--- src/cardbus_cfg_regs.svh ---
// register offsets, fixed values and reset values of the bridge header slice
`ifndef CARDBUS_CFG_REGS_SVH
`define CARDBUS_CFG_REGS_SVH
// ----------------------------------------------------------------------
// configuration byte offsets
// ----------------------------------------------------------------------
`define OFS_CACHE_LINE   8'h0C
`define OFS_TENURE       8'h0D
`define OFS_HEADER_KIND  8'h0E
`define OFS_SELF_TEST    8'h0F
`define OFS_WIN_BASE     8'h10
`define OFS_CAP_PTR      8'h14
`define OFS_PM_CAP       8'hA0
`define OFS_PM_CSR       8'hA4
// ----------------------------------------------------------------------
// field positions
// ----------------------------------------------------------------------
`define POS_EXT_REGION   7
`define POS_WIN_BASE_LSB 12
`define POS_LEGACY_SEL   11
// ----------------------------------------------------------------------
// reset and fixed values
// ----------------------------------------------------------------------
`define RST_CACHE_LINE   8'h00
`define RST_TENURE       8'h00
`define VAL_HEADER_KIND  8'h82
`define VAL_SELF_TEST    8'h00
`define RST_WIN_BASE     20'h00000
`define VAL_CAP_PTR      8'hA0
`define TENURE_SATURATE  8'hFF
`endif

--- src/cardbus_cfg_pkg.sv ---
// types shared by the bridge configuration header slice
package cardbus_cfg_pkg;

  // number of bridge functions the state is built for
  localparam int MAX_FUNC = 2;

  // whole state of the header slice, registered as one word
  typedef struct packed {
    logic [MAX_FUNC-1:0][7:0]  cacheLine;
    logic [MAX_FUNC-1:0][7:0]  tenure;
    logic [MAX_FUNC-1:0][19:0] winBase;
    logic [MAX_FUNC-1:0][7:0]  latCnt;
    logic [MAX_FUNC-1:0]       latExp;
    logic [MAX_FUNC-1:0]       termReq;
    logic [MAX_FUNC-1:0]       sockHit;
    logic [MAX_FUNC-1:0]       legacyHit;
    logic [31:0]               rdData;
    logic                      ack;
    logic                      extSel;
    logic                      pmSel;
  } cfg_state_t;

endpackage

--- src/cardbus_bridge_config_header.sv ---
// configuration header slice 0Ch..14h of a two-function card bridge
//
// Overview of operation
// - cache line size: 8-bit read/write byte per function, reset to zero
// - tenure counter clears when the function starts a frame, counts each busy clock up to FFh
// - count reaching the limit while busy ends transfer once grant is gone
// - each function owns its own 8-bit read/write tenure limit
// - header kind byte always reads 82h in both functions
// - bytes up to 7Fh standard header; 80h..FFh handed to extension logic
// - self-test byte is read-only and always zero
// - window base stores written bits 31..12, 4-Kbyte aligned
// - window base bits 11..0 ignore writes and read zero
// - writing all ones to window base reads back FFFFF000h
// - window offset 000h socket registers, 800h legacy card register set
// - each function owns a separate window base
// - capability pointer is read-only and reads A0h
// - power-management dwords at A0h and A4h are flagged for their owner
`timescale 1ns/100ps
`include "cardbus_cfg_regs.svh"

module cardbus_bridge_config_header #(
  parameter int NUM_FUNC = 2
) (
  // clock and reset
  input  wire logic                                      sys_clk,
  input  wire logic                                      arst_n,
  // configuration cycles from the bus target unit
  input  wire logic                                      cfgReq,
  input  wire logic                                      cfgWr,
  input  wire logic                                      cfgFunc,
  input  wire logic [7:2]                                cfgAddr,
  input  wire logic [3:0]                                cfgBe,
  input  wire logic [31:0]                               cfgWrData,
  output logic                                           cfgAck,
  output logic      [31:0]                               cfgRdData,
  output logic                                           cfgExtSel,
  output logic                                           cfgPmSel,
  // initiator activity per function
  input  wire logic [cardbus_cfg_pkg::MAX_FUNC-1:0]      frameStart,
  input  wire logic [cardbus_cfg_pkg::MAX_FUNC-1:0]      initBusy,
  input  wire logic                                      gntN,
  output logic      [cardbus_cfg_pkg::MAX_FUNC-1:0]      tenureExpired,
  output logic      [cardbus_cfg_pkg::MAX_FUNC-1:0]      termReq,
  // memory cycles to be matched against the windows
  input  wire logic                                      memReq,
  input  wire logic [31:0]                               memAddr,
  output logic      [cardbus_cfg_pkg::MAX_FUNC-1:0]      sockRegHit,
  output logic      [cardbus_cfg_pkg::MAX_FUNC-1:0]      legacyRegHit
);

  // ----------------------------------------------------------------------
  // elaboration checks and local constants
  // ----------------------------------------------------------------------
  // one function is the least, and the packed state holds no more than the package count
  if (NUM_FUNC < 1 || NUM_FUNC > cardbus_cfg_pkg::MAX_FUNC)
  begin : g_bad_func
    $error("NUM_FUNC must lie between 1 and the packaged function count");
  end

  localparam logic [7:0] OfsCache = `OFS_CACHE_LINE;
  localparam logic [7:0] OfsBase  = `OFS_WIN_BASE;
  localparam logic [7:0] OfsCap   = `OFS_CAP_PTR;
  localparam logic [7:0] OfsPmCap = `OFS_PM_CAP;
  localparam logic [7:0] OfsPmCsr = `OFS_PM_CSR;
  localparam int         BaseLsb  = `POS_WIN_BASE_LSB;

  cardbus_cfg_pkg::cfg_state_t st_ff;
  cardbus_cfg_pkg::cfg_state_t nxt_st;

  // ----------------------------------------------------------------------
  // next-state logic
  // ----------------------------------------------------------------------
  always_comb
  begin
    logic fnOk;
    logic isWr;
    logic isRd;
    fnOk   = 1'b0;
    isWr   = 1'b0;
    isRd   = 1'b0;
    nxt_st = st_ff;
    // a missing function still answers, with zeros, so the bus never hangs
    nxt_st.ack    = cfgReq;
    nxt_st.rdData = 32'h00000000;
    // extension region select; its dwords live outside, so reads give zero
    nxt_st.extSel = cfgReq && cfgAddr[`POS_EXT_REGION];
    nxt_st.pmSel  = cfgReq && (cfgAddr == OfsPmCap[7:2] || cfgAddr == OfsPmCsr[7:2]);
    for (int f = 0; f < cardbus_cfg_pkg::MAX_FUNC; f++)
    begin
      fnOk = (f < NUM_FUNC) && (cfgFunc == f[0]);
      isWr = cfgReq && cfgWr && fnOk;
      isRd = cfgReq && !cfgWr && fnOk;
      if (isWr && cfgAddr == OfsCache[7:2] && cfgBe[0])
        nxt_st.cacheLine[f] = cfgWrData[7:0];
      if (isWr && cfgAddr == OfsCache[7:2] && cfgBe[1])
        nxt_st.tenure[f] = cfgWrData[15:8];
      // only bits 31..12 are stored; lane 0 has no storage behind it
      // an all-ones write therefore reads back FFFFF000h
      if (isWr && cfgAddr == OfsBase[7:2])
      begin
        if (cfgBe[1])
          nxt_st.winBase[f][3:0] = cfgWrData[15:12];
        if (cfgBe[2])
          nxt_st.winBase[f][11:4] = cfgWrData[23:16];
        if (cfgBe[3])
          nxt_st.winBase[f][19:12] = cfgWrData[31:24];
      end
      // read-only bytes have no write path at all
      if (isRd && cfgAddr == OfsCache[7:2])
        // self-test byte is hard-wired to zero
        nxt_st.rdData = {`VAL_SELF_TEST, `VAL_HEADER_KIND, st_ff.tenure[f],
                         st_ff.cacheLine[f]};
      if (isRd && cfgAddr == OfsBase[7:2])
        nxt_st.rdData = {st_ff.winBase[f], 12'h000};
      if (isRd && cfgAddr == OfsCap[7:2])
        nxt_st.rdData = {24'h000000, `VAL_CAP_PTR};

      // the counter stops at FFh so a long transfer never wraps back under the limit
      // tenure counter restart and count
      if (frameStart[f])
        nxt_st.latCnt[f] = 8'h00;
      else if (initBusy[f] && st_ff.latCnt[f] != `TENURE_SATURATE)
        nxt_st.latCnt[f] = st_ff.latCnt[f] + 8'h01;
      // expiry and termination once grant is withdrawn
      nxt_st.latExp[f]  = initBusy[f] && !frameStart[f] &&
                          (st_ff.latCnt[f] >= st_ff.tenure[f]);
      nxt_st.termReq[f] = nxt_st.latExp[f] && gntN;

      // a base of zero still decodes; memory-space enable is handled elsewhere
      // window decode: bit 11 splits socket block from legacy set
      nxt_st.sockHit[f]   = (f < NUM_FUNC) && memReq &&
                            memAddr[31:BaseLsb] == st_ff.winBase[f] &&
                            !memAddr[`POS_LEGACY_SEL];
      // each function matches only its own base
      nxt_st.legacyHit[f] = (f < NUM_FUNC) && memReq &&
                            memAddr[31:BaseLsb] == st_ff.winBase[f] &&
                            memAddr[`POS_LEGACY_SEL];
    end
  end

  // ----------------------------------------------------------------------
  // state register
  // ----------------------------------------------------------------------
  always_ff @(posedge sys_clk or negedge arst_n)
  begin
    if (!arst_n)
    begin
      // stored bytes return to reset values, answers and hits drop at once
      st_ff           <= '0;
      st_ff.cacheLine <= {cardbus_cfg_pkg::MAX_FUNC{`RST_CACHE_LINE}};
      st_ff.tenure    <= {cardbus_cfg_pkg::MAX_FUNC{`RST_TENURE}};
      st_ff.winBase   <= {cardbus_cfg_pkg::MAX_FUNC{`RST_WIN_BASE}};
    end
    else
      st_ff <= nxt_st;
  end

  // outputs straight from the state flip-flops
  assign cfgAck        = st_ff.ack;
  assign cfgRdData     = st_ff.rdData;
  assign cfgExtSel     = st_ff.extSel;
  assign cfgPmSel      = st_ff.pmSel;
  assign tenureExpired = st_ff.latExp;
  assign termReq       = st_ff.termReq;
  assign sockRegHit    = st_ff.sockHit;
  assign legacyRegHit  = st_ff.legacyHit;

  // per-function counter, termination, stored-byte and window checks
  for (genvar g = 0; g < NUM_FUNC; g++)
  begin : g_func_chk

  end
endmodule

--- config.mk ---
export PLATFORM = sky130hd
export DESIGN_NAME = cardbus_bridge_config_header
export DESIGN_NICKNAME = d
export VERILOG_FILES = /design/src/cardbus_cfg_pkg.sv /design/src/cardbus_bridge_config_header.sv
export VERILOG_INCLUDE_DIRS = /design/src /design/src/src
export SDC_FILE = /design/constraint.sdc
export NUM_CORES = 1
export LEC_CHECK = 0
export BUFFER_PORTS_ARGS = -buffer_cell sky130_fd_sc_hd__buf_4
export CELL_PAD_IN_SITES_DETAIL_PLACEMENT = 0
export CELL_PAD_IN_SITES_GLOBAL_PLACEMENT = 1
export CORE_MARGIN = 3
export CORE_UTILIZATION = 25
export CTS_BUF_LIST = sky130_fd_sc_hd__clkbuf_8
export DETAILED_ROUTE_END_ITERATION = 12
export GPL_ROUTABILITY_DRIVEN = 0
export PLACE_DENSITY = 0.51
export SLEW_MARGIN = 15
export SYNTH_ARGS = -nofsm -noshare
export SYNTH_HDL_FRONTEND = slang
export SYNTH_SLANG_ARGS = --single-unit
--- constraint.sdc ---
create_clock -name sys_clk -period 1.8 [get_ports sys_clk]
set_clock_uncertainty 0.05 [all_clocks]
set_input_delay 0.36 -clock sys_clk [delete_from_list [all_inputs] [get_ports sys_clk]]
set_output_delay 0.36 -clock sys_clk [all_outputs]
set_load 0.02 [all_outputs]
======== Word-level counts from Yosys, hierarchy flattened ========
Cells that the tools add are included.
word-level totals
  bits in registers ....................... 131
  input bits .............................. 85
  word-level logic and storage cells ...... 93
cells by class
  add/subtract/negate cells ............... 2
  order comparisons ....................... 2
  equality and inequality tests ........... 9
  multiplexer cells ....................... 10
  bitwise gates (word level) .............. 1
  reductions and logical operators ........ 49
operators with widths
  kind                   number
  $mux W32               5
  $eq A20 B20 Y1         2
  $logic_and A1 B1 Y1    36
  $mux W8                4
  $mux W24               1
  $add A8 B1 Y8 const B  2
  $ge A8 B8 Y1           2
  $ne A8 B8 Y1 const B   2
  $eq A6 B3 Y1 const B   2
  $eq A6 B6 Y1 const B   2
  $reduce_and A2 Y1      6
  $eq A6 B2 Y1 const B   1
  $logic_not A1 Y1       4
  $reduce_bool A2 Y1     2
  $logic_or A1 B1 Y1     1
  $not A1 Y1             1

======== Longest topological paths before layout ========
Gate-level depths: netlist (run 1).
  word-level depth ........................ 10
  gate-level depth with buffers ........... 8

======== Worst setup path before layout (run 1) ========
Ideal clock, no wire load.
  kind .................................... input -> register
  from .................................... input cfgAddr[4] (netlist bit)
  to ...................................... register st_ff (netlist bit cfgRdData[20])
  arrival ................................. 1.558 ns
  required time ........................... 1.629 ns
  path slack .............................. 0.071 ns
  cell stages on the path ................. 8
  path buffers ............................ 4
  cells stage by stage .................... buf_2 -> nor4b_4 -> and2_1 -> buf_4 -> and3_1 -> buf_2 -> buf_4 -> a22o_1
RTL lines
  item                  line                                 text
  from (decl)           cardbus_bridge_config_header.sv:31   input wire logic [7:2] cfgAddr,
  to (signal assigned)  cardbus_bridge_config_header.sv:155  st_ff <= nxt_st;
  to (decl)             cardbus_bridge_config_header.sv:67   cardbus_cfg_pkg::cfg_state_t st_ff;

==> impl.org, run 1 <==
** Clock tree
- The clock passes through at most 2 buffers.
- Library cell used as clock root buffer :: sky130_fd_sc_hd__clkbuf_8
- H-tree levels :: 4
- Clock tree synthesis inserted a total of 17 buffers.
- The clock net in this run drives a total of 131 sinks.
- Skew-Pair Late Insertion Delay :: 440 ps
- After clock tree synthesis, the clock-pin slew on the worst setup and hold paths is 80 ps.
- CTS tree :: done
- In this run the post-CTS setup repair buffer count came out at 0.

** Yosys
- Of the total synthesized cell area, the portion taken by full adders, half adders and majority gates is 0.0346.
- Cell variety after synth :: 47
- The compound-gate portion of the synthesized area was 0.0820.
- Number of synthesized flops with an enable pin :: 0
- Synthesized cell area :: 6500 um2
- The share of the Yosys chip area taken by registers is 0.504.
- Net Count, Synth :: 637
- Measured against the total synthesized area, the mux share comes to 0.138.
- Mapped Cells :: 534
- Async set-or-reset flop fraction in the synthesized netlist :: 1.00
- During synthesis, Yosys emitted a total of 0 warnings.
- Commonest register cell after synthesis :: sky130_fd_sc_hd__dfrtp_1
- Number of register bits inferred by synthesis :: 131
- Post-Synth Simple-Gate Area :: 0.109
- Synthesized-area fraction occupied by xor and xnor cells :: 0.0633
- Dividing the synthesized area by the synthesized cell count gives 12.2 um2.
- After synthesis, the largest family of logic cells by area is multiplexers.

** Cells and area
- Layout Area Growth over Synthesis :: 26.7%
- In the final layout, the share of cells above drive strength 1 is 0.410.
- After the last flow step, the layout net total stands at 754.
- Area used by sequential logic in the layout :: 3280 um2
- Filler cells :: 2580
- Once layout is complete, the utilization of the core stands at 0.324.
- The repair_antennas step left the layout with diodes totalling 0.
- Multi-input gate area :: 2790 um2

** Drt
- Count of TritonRoute iterations in the first routing pass :: 4
- Using the TritonRoute via totals, the vias-per-cell ratio works out to 4.44.
- DR DRC count :: 0
- Total via count after detailed routing :: 4410
- For this block, the initial DRC count from the detailed router was 182.
- Routed WL :: 16.8 mm
- Count of antenna-violating nets left after detailed routing :: 0
- Dividing the detail-routed wire length by the instance count gives 16.9 um.

** Worst setup path
- The critical path in this run is classified as reg -> reg.
- Type of element capturing the critical path :: flop
- For the worst setup path, the data arrival time is 1960 ps.
- Required @ worst endpoint :: 2060 ps
- The worst setup path is launched from a flop.
- Maximum net fanout on the critical path :: 2

** GRT
- Vias in the first global route :: 4749
- Aggregate global routing overflow :: 0
- The initial antenna violation count is 0.
- The first global-routing pass estimated 26.7 mm of wire.
- Pin count of the biggest net entering global routing :: 49
- For this run, the total global-route usage over all layers was measured as 0.123.

** Job
- Max-capacitance violation count :: 0

** STA
- For the pin with the worst max-slew slack, the measured transition is 454 ps.
- In this run the tightest slew margin relative to its limit is 0.698.
- The number of failing hold endpoints at the final stage is 0.
- RSZ-0062 raised after global routing :: false
- Timing would allow up to 0.588 GHz.
- Shortest period the worst path allows :: 1700 ps
- Final critical-path share of the clock period :: 0.945
- Number of endpoints failing setup at the final stage :: 0
- The number of pins with negative max-slew slack in the final report was 0.

** Pwr
- Of the total power, the share spent switching nets is 0.245.
- For this design the total switching power over the nets is 0.00155 W.
- Total power draw :: 0.00630 W
- In this run the static leakage power is 4.03 nW.
- The share of total power dissipated in combinational logic is 0.088.
- Internal Power :: 0.00476 W
- IR analysis of the VDD net gives a maximum drop of 0.344 mV.
- The share of total power dissipated in the clock network is 0.428.
- The share of total power dissipated in sequential elements is 0.483.
- Power density over the cells :: 765 nW/um2

** Floorplan
- Full die area :: 28000 um2
- Width of the die :: 167 um
- The initial utilization of the core area, before any placement, comes to 0.256.
- The core region is 25400 um2.
- Site row count :: 58
- Die height :: 167 um
- Boundary Pins :: 128

** Placement
- Port-buffer cells :: 116
- Post-DP HPWL :: 12.8 mm

** Hold path
- Hold Path Class :: in -> reg

** Status
- The flow ran to the end, and the final reports show no timing, DRC or antenna violations.
power by group through the flow:
stage               sequential, W  combinational, W  clock (W)
detailed placement        0.00311          0.000561          0
floorplan                 0.00310          0.000219          0
CTS                       0.00305          0.000572    0.00280
finish                    0.00305          0.000556    0.00270
global route              0.00305          0.000618    0.00294
global placement          0.00310          0.000551          0
sequential cells by signal (all words and copies together) (netlist names):
signal	count
st_ff	88
cfgRdData	32
legacyRegHit	2
sockRegHit	2
tenureExpired	2
termReq	2
cfgAck	1
cfgExtSel	1
cfgPmSel	1
per-layer routing:
layer,GRT usage,wire length (um),vias up
li1,-,-,2104
met1,0.161,7610,2215
met2,0.200,8210,80
met3,0.0352,811,11
met4,0.0352,174,0
met5,0,0,-
per-stage QoR:
step / worst slack [ps] / hold WS [ps] / area (um2) / setup TNS, ps / cells
4_1_cts: 23.7 / 56.3 / 8230 / 0 / 994
5_1_grt: 12.1 / 58.5 / 8230 / 0 / 994
2_1_floorplan: 71.4 / 14.4 / 6500 / 0 / 534
3_3_place_gp: -129 / 284 / 7760 / -2970 / 960
3_5_place_dp: -188 / 294 / 7760 / -4020 / 960
6_report: 98.8 / 92.4 / 8230 / 0 / 994
synthesized netlist by cell type (5+ instances only):
cell type,count,area (um2)
sky130_fd_sc_hd__dfrtp_1,131,3280
sky130_fd_sc_hd__mux2_2,73,822
sky130_fd_sc_hd__buf_4,43,323
sky130_fd_sc_hd__xor2_1,43,377
sky130_fd_sc_hd__a22o_1,24,210
sky130_fd_sc_hd__a21oi_1,20,100
sky130_fd_sc_hd__ha_1,18,225
sky130_fd_sc_hd__inv_1,18,67.6
sky130_fd_sc_hd__nand2_1,17,63.8
sky130_fd_sc_hd__nor2_1,17,63.8
sky130_fd_sc_hd__o21ai_0,14,70.1
sky130_fd_sc_hd__nor4_1,13,81.3
sky130_fd_sc_hd__nand3_1,11,55.1
sky130_fd_sc_hd__nor3_1,9,45.0
sky130_fd_sc_hd__nand2b_1,8,50.1
sky130_fd_sc_hd__buf_2,6,30.0
sky130_fd_sc_hd__mux2i_1,5,50.1
kinds of logic after synthesis:
family,count (synthesis)
buffers and inverters,73
AND/OR/NAND/NOR,108
XOR/XNOR,47
adder cells (fa/ha/maj),18
flip-flops,131
multiplexers,80
AO/OA/AOI/OAI,77
path summary, 6_finish.rpt:
| kind | startpoint | to | slack, ps | depth (start not counted) |
|---|---|---|---|---|
| worst max-delay path | st_ff[43]$_DFFE_PN0P_ | tenureExpired[0]$_DFF_PN0_ | 100 | 6 |
| worst max register to register | st_ff[43]$_DFFE_PN0P_ | tenureExpired[0]$_DFF_PN0_ | 100 | 6 |
| max in group asynchronous | arst_n | st_ff[84]$_DFFE_PN0P_ | 700 | 3 |
| worst min-delay path | frameStart[0] | st_ff[43]$_DFFE_PN0P_ | 90 | 2 |
| min in group asynchronous | arst_n | tenureExpired[0]$_DFF_PN0_ | 350 | 2 |
| worst min register to register | st_ff[118]$_DFFE_PN0P_ | cfgRdData[3]$_DFF_PN0_ | 450 | 1 |
layout make-up:
cell class	instances	area share
clock buffers	20	0.0334
clock inverters	12	0.0187
inverters	18	0.00821
multi-input cells	330	0.339
flip-flops and latches	131	0.398
well taps	330	0.0501
repair buffers	153	0.152
worst max-delay path, cell delays in order (launching register included):
cell and delay, ps:
sky130_fd_sc_hd__dfrtp_1 350, sky130_fd_sc_hd__inv_1 60, sky130_fd_sc_hd__ha_1 280, sky130_fd_sc_hd__nand2b_1 140
sky130_fd_sc_hd__a2111o_1 420, sky130_fd_sc_hd__a41oi_2 170, sky130_fd_sc_hd__a211oi_1 100
repair_timing:
action | 4_1_cts | 5_1_grt
hold buffers | 2 | 0
endpoints found under the hold margin | 27 | 0
pin swaps | 0 | 2
resized for setup | 2 | 1
setup endpoints to repair | 2 | 3
cells in the final DEF (no fill, tap or decap), drive strengths merged, types with 3 or more instances in the layout:
cell type and count:
nor3 10, buf 151, nor2 17, nand4 3, dfrtp 131, clkbuf 20, a22o 24, o21ai 14
xnor2 4, nand2b 8, mux2 75, xor2 43, a22oi 4, bufinv 3, ha 18, and2 4
and3 4, nand2 17, clkinv 5, a21oi 20, nor4 14, clkinvlp 3, mux2i 5, a31oi 3
and4 3, nand3 19, inv 19
(Power assumes the default switching activity.)
==> run 2: changes to the inputs <==
--- a/config.mk
+++ b/config.mk
@@ -11,10 +11,9 @@
 export CELL_PAD_IN_SITES_GLOBAL_PLACEMENT = 1
 export CORE_MARGIN = 3
 export CORE_UTILIZATION = 25
-export CTS_BUF_LIST = sky130_fd_sc_hd__clkbuf_8
 export DETAILED_ROUTE_END_ITERATION = 12
 export GPL_ROUTABILITY_DRIVEN = 0
-export PLACE_DENSITY = 0.51
+export PLACE_DENSITY_LB_ADDON = 0.25
 export SLEW_MARGIN = 15
 export SYNTH_ARGS = -nofsm -noshare
 export SYNTH_HDL_FRONTEND = slang
==> impl.org, run 2 (same netlist as run 1, synthesis figures left out) <==
** STA
- Timing-limited maximum frequency :: 0.594 GHz (was 0.588 GHz)
- The relative max-transition margin came to 0.721 (was 0.698).
- Final slew viol count :: 0 (unchanged)
- Final critical-path share of the clock period :: 0.935 (was 0.945)
- Number of endpoints failing setup at the final stage :: 0 (unchanged)
- Shortest period the worst path allows :: 1680 ps (was 1700 ps)
- RSZ-0062 raised after global routing: false (unchanged).
- Endpoints failing hold :: 0 (unchanged)
- Worst slew pin tran :: 418 ps (was 454 ps)

** Floorplan
- Full die area :: 28000 um2 (unchanged)
- The number of top-level pins came to 128 (unchanged).
- The initial standard-cell utilization of the core is 0.256 (unchanged).
- The die height is 167 um (unchanged).
- Width of the die :: 167 um (unchanged)
- The area of the core is 25400 um2 (unchanged).
- The number of standard-cell rows in the floorplan was 58 (unchanged).

** Cells and area
- The number of antenna diodes came to 0 (unchanged).
- The commonest non-fill, non-tap cell in the layout is sky130_fd_sc_hd__buf_4 (unchanged).
- The area overhead of the layout relative to synthesis came to 28.5% (was 26.7%).
- The count of filler cells inserted in the layout came to 2548 (was 2580).
- Post-layout net count :: 752 (was 754)
- Ratio of cells with drive above 1 in the final layout :: 0.411 (was 0.410)
- Utilization after layout :: 0.329 (was 0.324)
- Flip-flop count of the largest register, all copies and words added :: 88 (unchanged)
- Final design instance area without fill :: 8360 um2 (was 8230 um2)
- Register with the highest flop count :: st_ff (unchanged)
- Most frequent cells in the layout: sky130_fd_sc_hd__buf_4 (143), sky130_fd_sc_hd__dfrtp_1 (131), sky130_fd_sc_hd__mux2_2 (73), sky130_fd_sc_hd__xor2_1 (43), sky130_fd_sc_hd__a22o_1 (24) (unchanged).

** Drt
- Ratio of routed vias to standard cells :: 4.45 (was 4.44)
- The number of remaining DRC errors was 0 (unchanged).
- Count of TritonRoute iterations in the first routing pass :: 4 (unchanged)
- The routed wire length came to 16.8 mm (about the same).
- The average wire per standard cell came to 16.9 um (about the same).
- The post-detailed-route count of antenna-violating nets was 0 (unchanged).
- Total via count after detailed routing :: 4418 (was 4410)
- The DRC marker count from the first detailed-route iteration is 178 (was 182).

** Pwr
- The total power consumption of the routed design is 0.00700 W (was 0.00630 W).
- Static power due to leakage :: 4.08 nW (was 4.03 nW)
- The total power divided by cell area is 838 nW/um2 (was 765 nW/um2).
- The maximum resistive drop on vdd is 0.613 mV (was 0.344 mV).

** GRT
- The via count of the first global-routing pass was 4753 (was 4749).
- The total global-route track usage was 0.123 (about the same).
- First-pass GRT wire length :: 26.6 mm (was 26.7 mm)
- Aggregate global routing overflow :: 0 (unchanged)
- The pin count of the biggest net entering global routing came to 32 (was 49).
- The initial antenna violation count was 0 (unchanged).

** Placement
- The HPWL after detailed placement came to 13.0 mm (was 12.8 mm).
- Port-buffer cells :: 116 (unchanged)
- The cell area after placement was 7740 um2 (was 7760 um2).

** Clock tree
- The CTS tree was done (unchanged).
- The number of post-CTS setup repair buffers came to 0 (unchanged).
- The number of H-tree branching levels came to 4 (unchanged).
- Library cell used as clock root buffer :: sky130_fd_sc_hd__clkbuf_16 (was sky130_fd_sc_hd__clkbuf_8)
- The clock insertion delay at the later pin of the skew report was 420 ps (was 440 ps).
- Clock-pin slew reported for the worst setup and hold paths after clock tree synthesis :: 60 ps (was 80 ps)
- Maximum clock path buffer count :: 2 (unchanged)
- The number of sinks handled by clock tree synthesis came to 131 (unchanged).
- Number of buffers added by the clock tree synthesis step :: 17 (unchanged)

** Worst setup path
- Type of element capturing the critical path :: flop (unchanged)
- The data required time of the critical path was 2030 ps (was 2060 ps).
- The kind of start point of the critical path was a flop (unchanged).
- The category of the most critical setup path was reg -> reg (unchanged).
- Maximum net fanout on the critical path :: 2 (unchanged)
- Data arrival time of the worst path :: 1910 ps (was 1960 ps)

** Job
- The total of max-cap violations is 0 (unchanged).

** Status
- Outcome :: finished clean (unchanged)

** Hold path
- The class of the tightest hold or removal check is in -> reg (unchanged).
-- run 2: worst paths after layout --
path	from	endpoint	slack, ps	depth (start not counted)
setup / recovery	st_ff[51]$_DFFE_PN0P_	tenureExpired[1]$_DFF_PN0_	120	6
hold / removal	cfgReq	cfgAck$_DFF_PN0_	60	1
setup reg to reg	st_ff[51]$_DFFE_PN0P_	tenureExpired[1]$_DFF_PN0_	120	6
hold reg to reg	st_ff[118]$_DFFE_PN0P_	cfgRdData[3]$_DFF_PN0_	440	1
max in group asynchronous	arst_n	st_ff[46]$_DFFE_PN0P_	730	3
min in group asynchronous	arst_n	st_ff[63]$_DFFE_PN0P_	390	2
-- run 2: critical path, stage by stage, from the launching register on --
cell and delay (ps):
sky130_fd_sc_hd__dfrtp_1 380, sky130_fd_sc_hd__inv_1 80, sky130_fd_sc_hd__ha_1 220, sky130_fd_sc_hd__nand2b_1 140
sky130_fd_sc_hd__a2111o_1 430, sky130_fd_sc_hd__a41oi_2 160, sky130_fd_sc_hd__a211oi_1 90
-- run 2: final cells by class --
cell class	instances	area (um2)	share of cell area
Sequential cell	131	3280	0.392
Inverter	18	67.6	0.00809
Tap cell	330	413	0.0494
Multi-Input combinational cell	330	2790	0.334
Timing Repair Buffer	151	1220	0.146
Clock buffer	18	439	0.0526
Clock inverter	14	143	0.0171
-- run 2: power breakdown --
group	switching (W)	total, W	internal, W
sequential	0.0000465	0.00305	0.00301
combinational	0.000283	0.000559	0.000276
clock	0.00141	0.00339	0.00198
-- run 2: metal layers --
metal | GRT usage | up-vias | part of all wire
met1 | 0.155 | 2201 | 0.44
met5 | 0 | - | 0
met3 | 0.0359 | 25 | 0.051
met4 | 0.0459 | 0 | 0.022
li1 | - | 2109 | -
met2 | 0.200 | 83 | 0.48
-- run 2: per-stage QoR --
stage | cells | TNS, ps | hold WS [ps] | worst slack [ps]
final | 992 | 0 | 56.0 | 117
after global routing | 992 | 0 | 41.1 | 10.2
after CTS | 992 | 0 | 37.5 | 31.9
after detailed placement | 959 | -5130 | 269 | -174
after global placement | 959 | -3230 | 259 | -106
after floorplan | 534 | 0 | 14.4 | 71.4
-- run 2: timing repair --
action,in CTS,in global routing
endpoints found under the hold margin,22,0
resized for setup,2,2
setup endpoints to repair,3,4
hold buffers,1,0
pin swaps,0,2
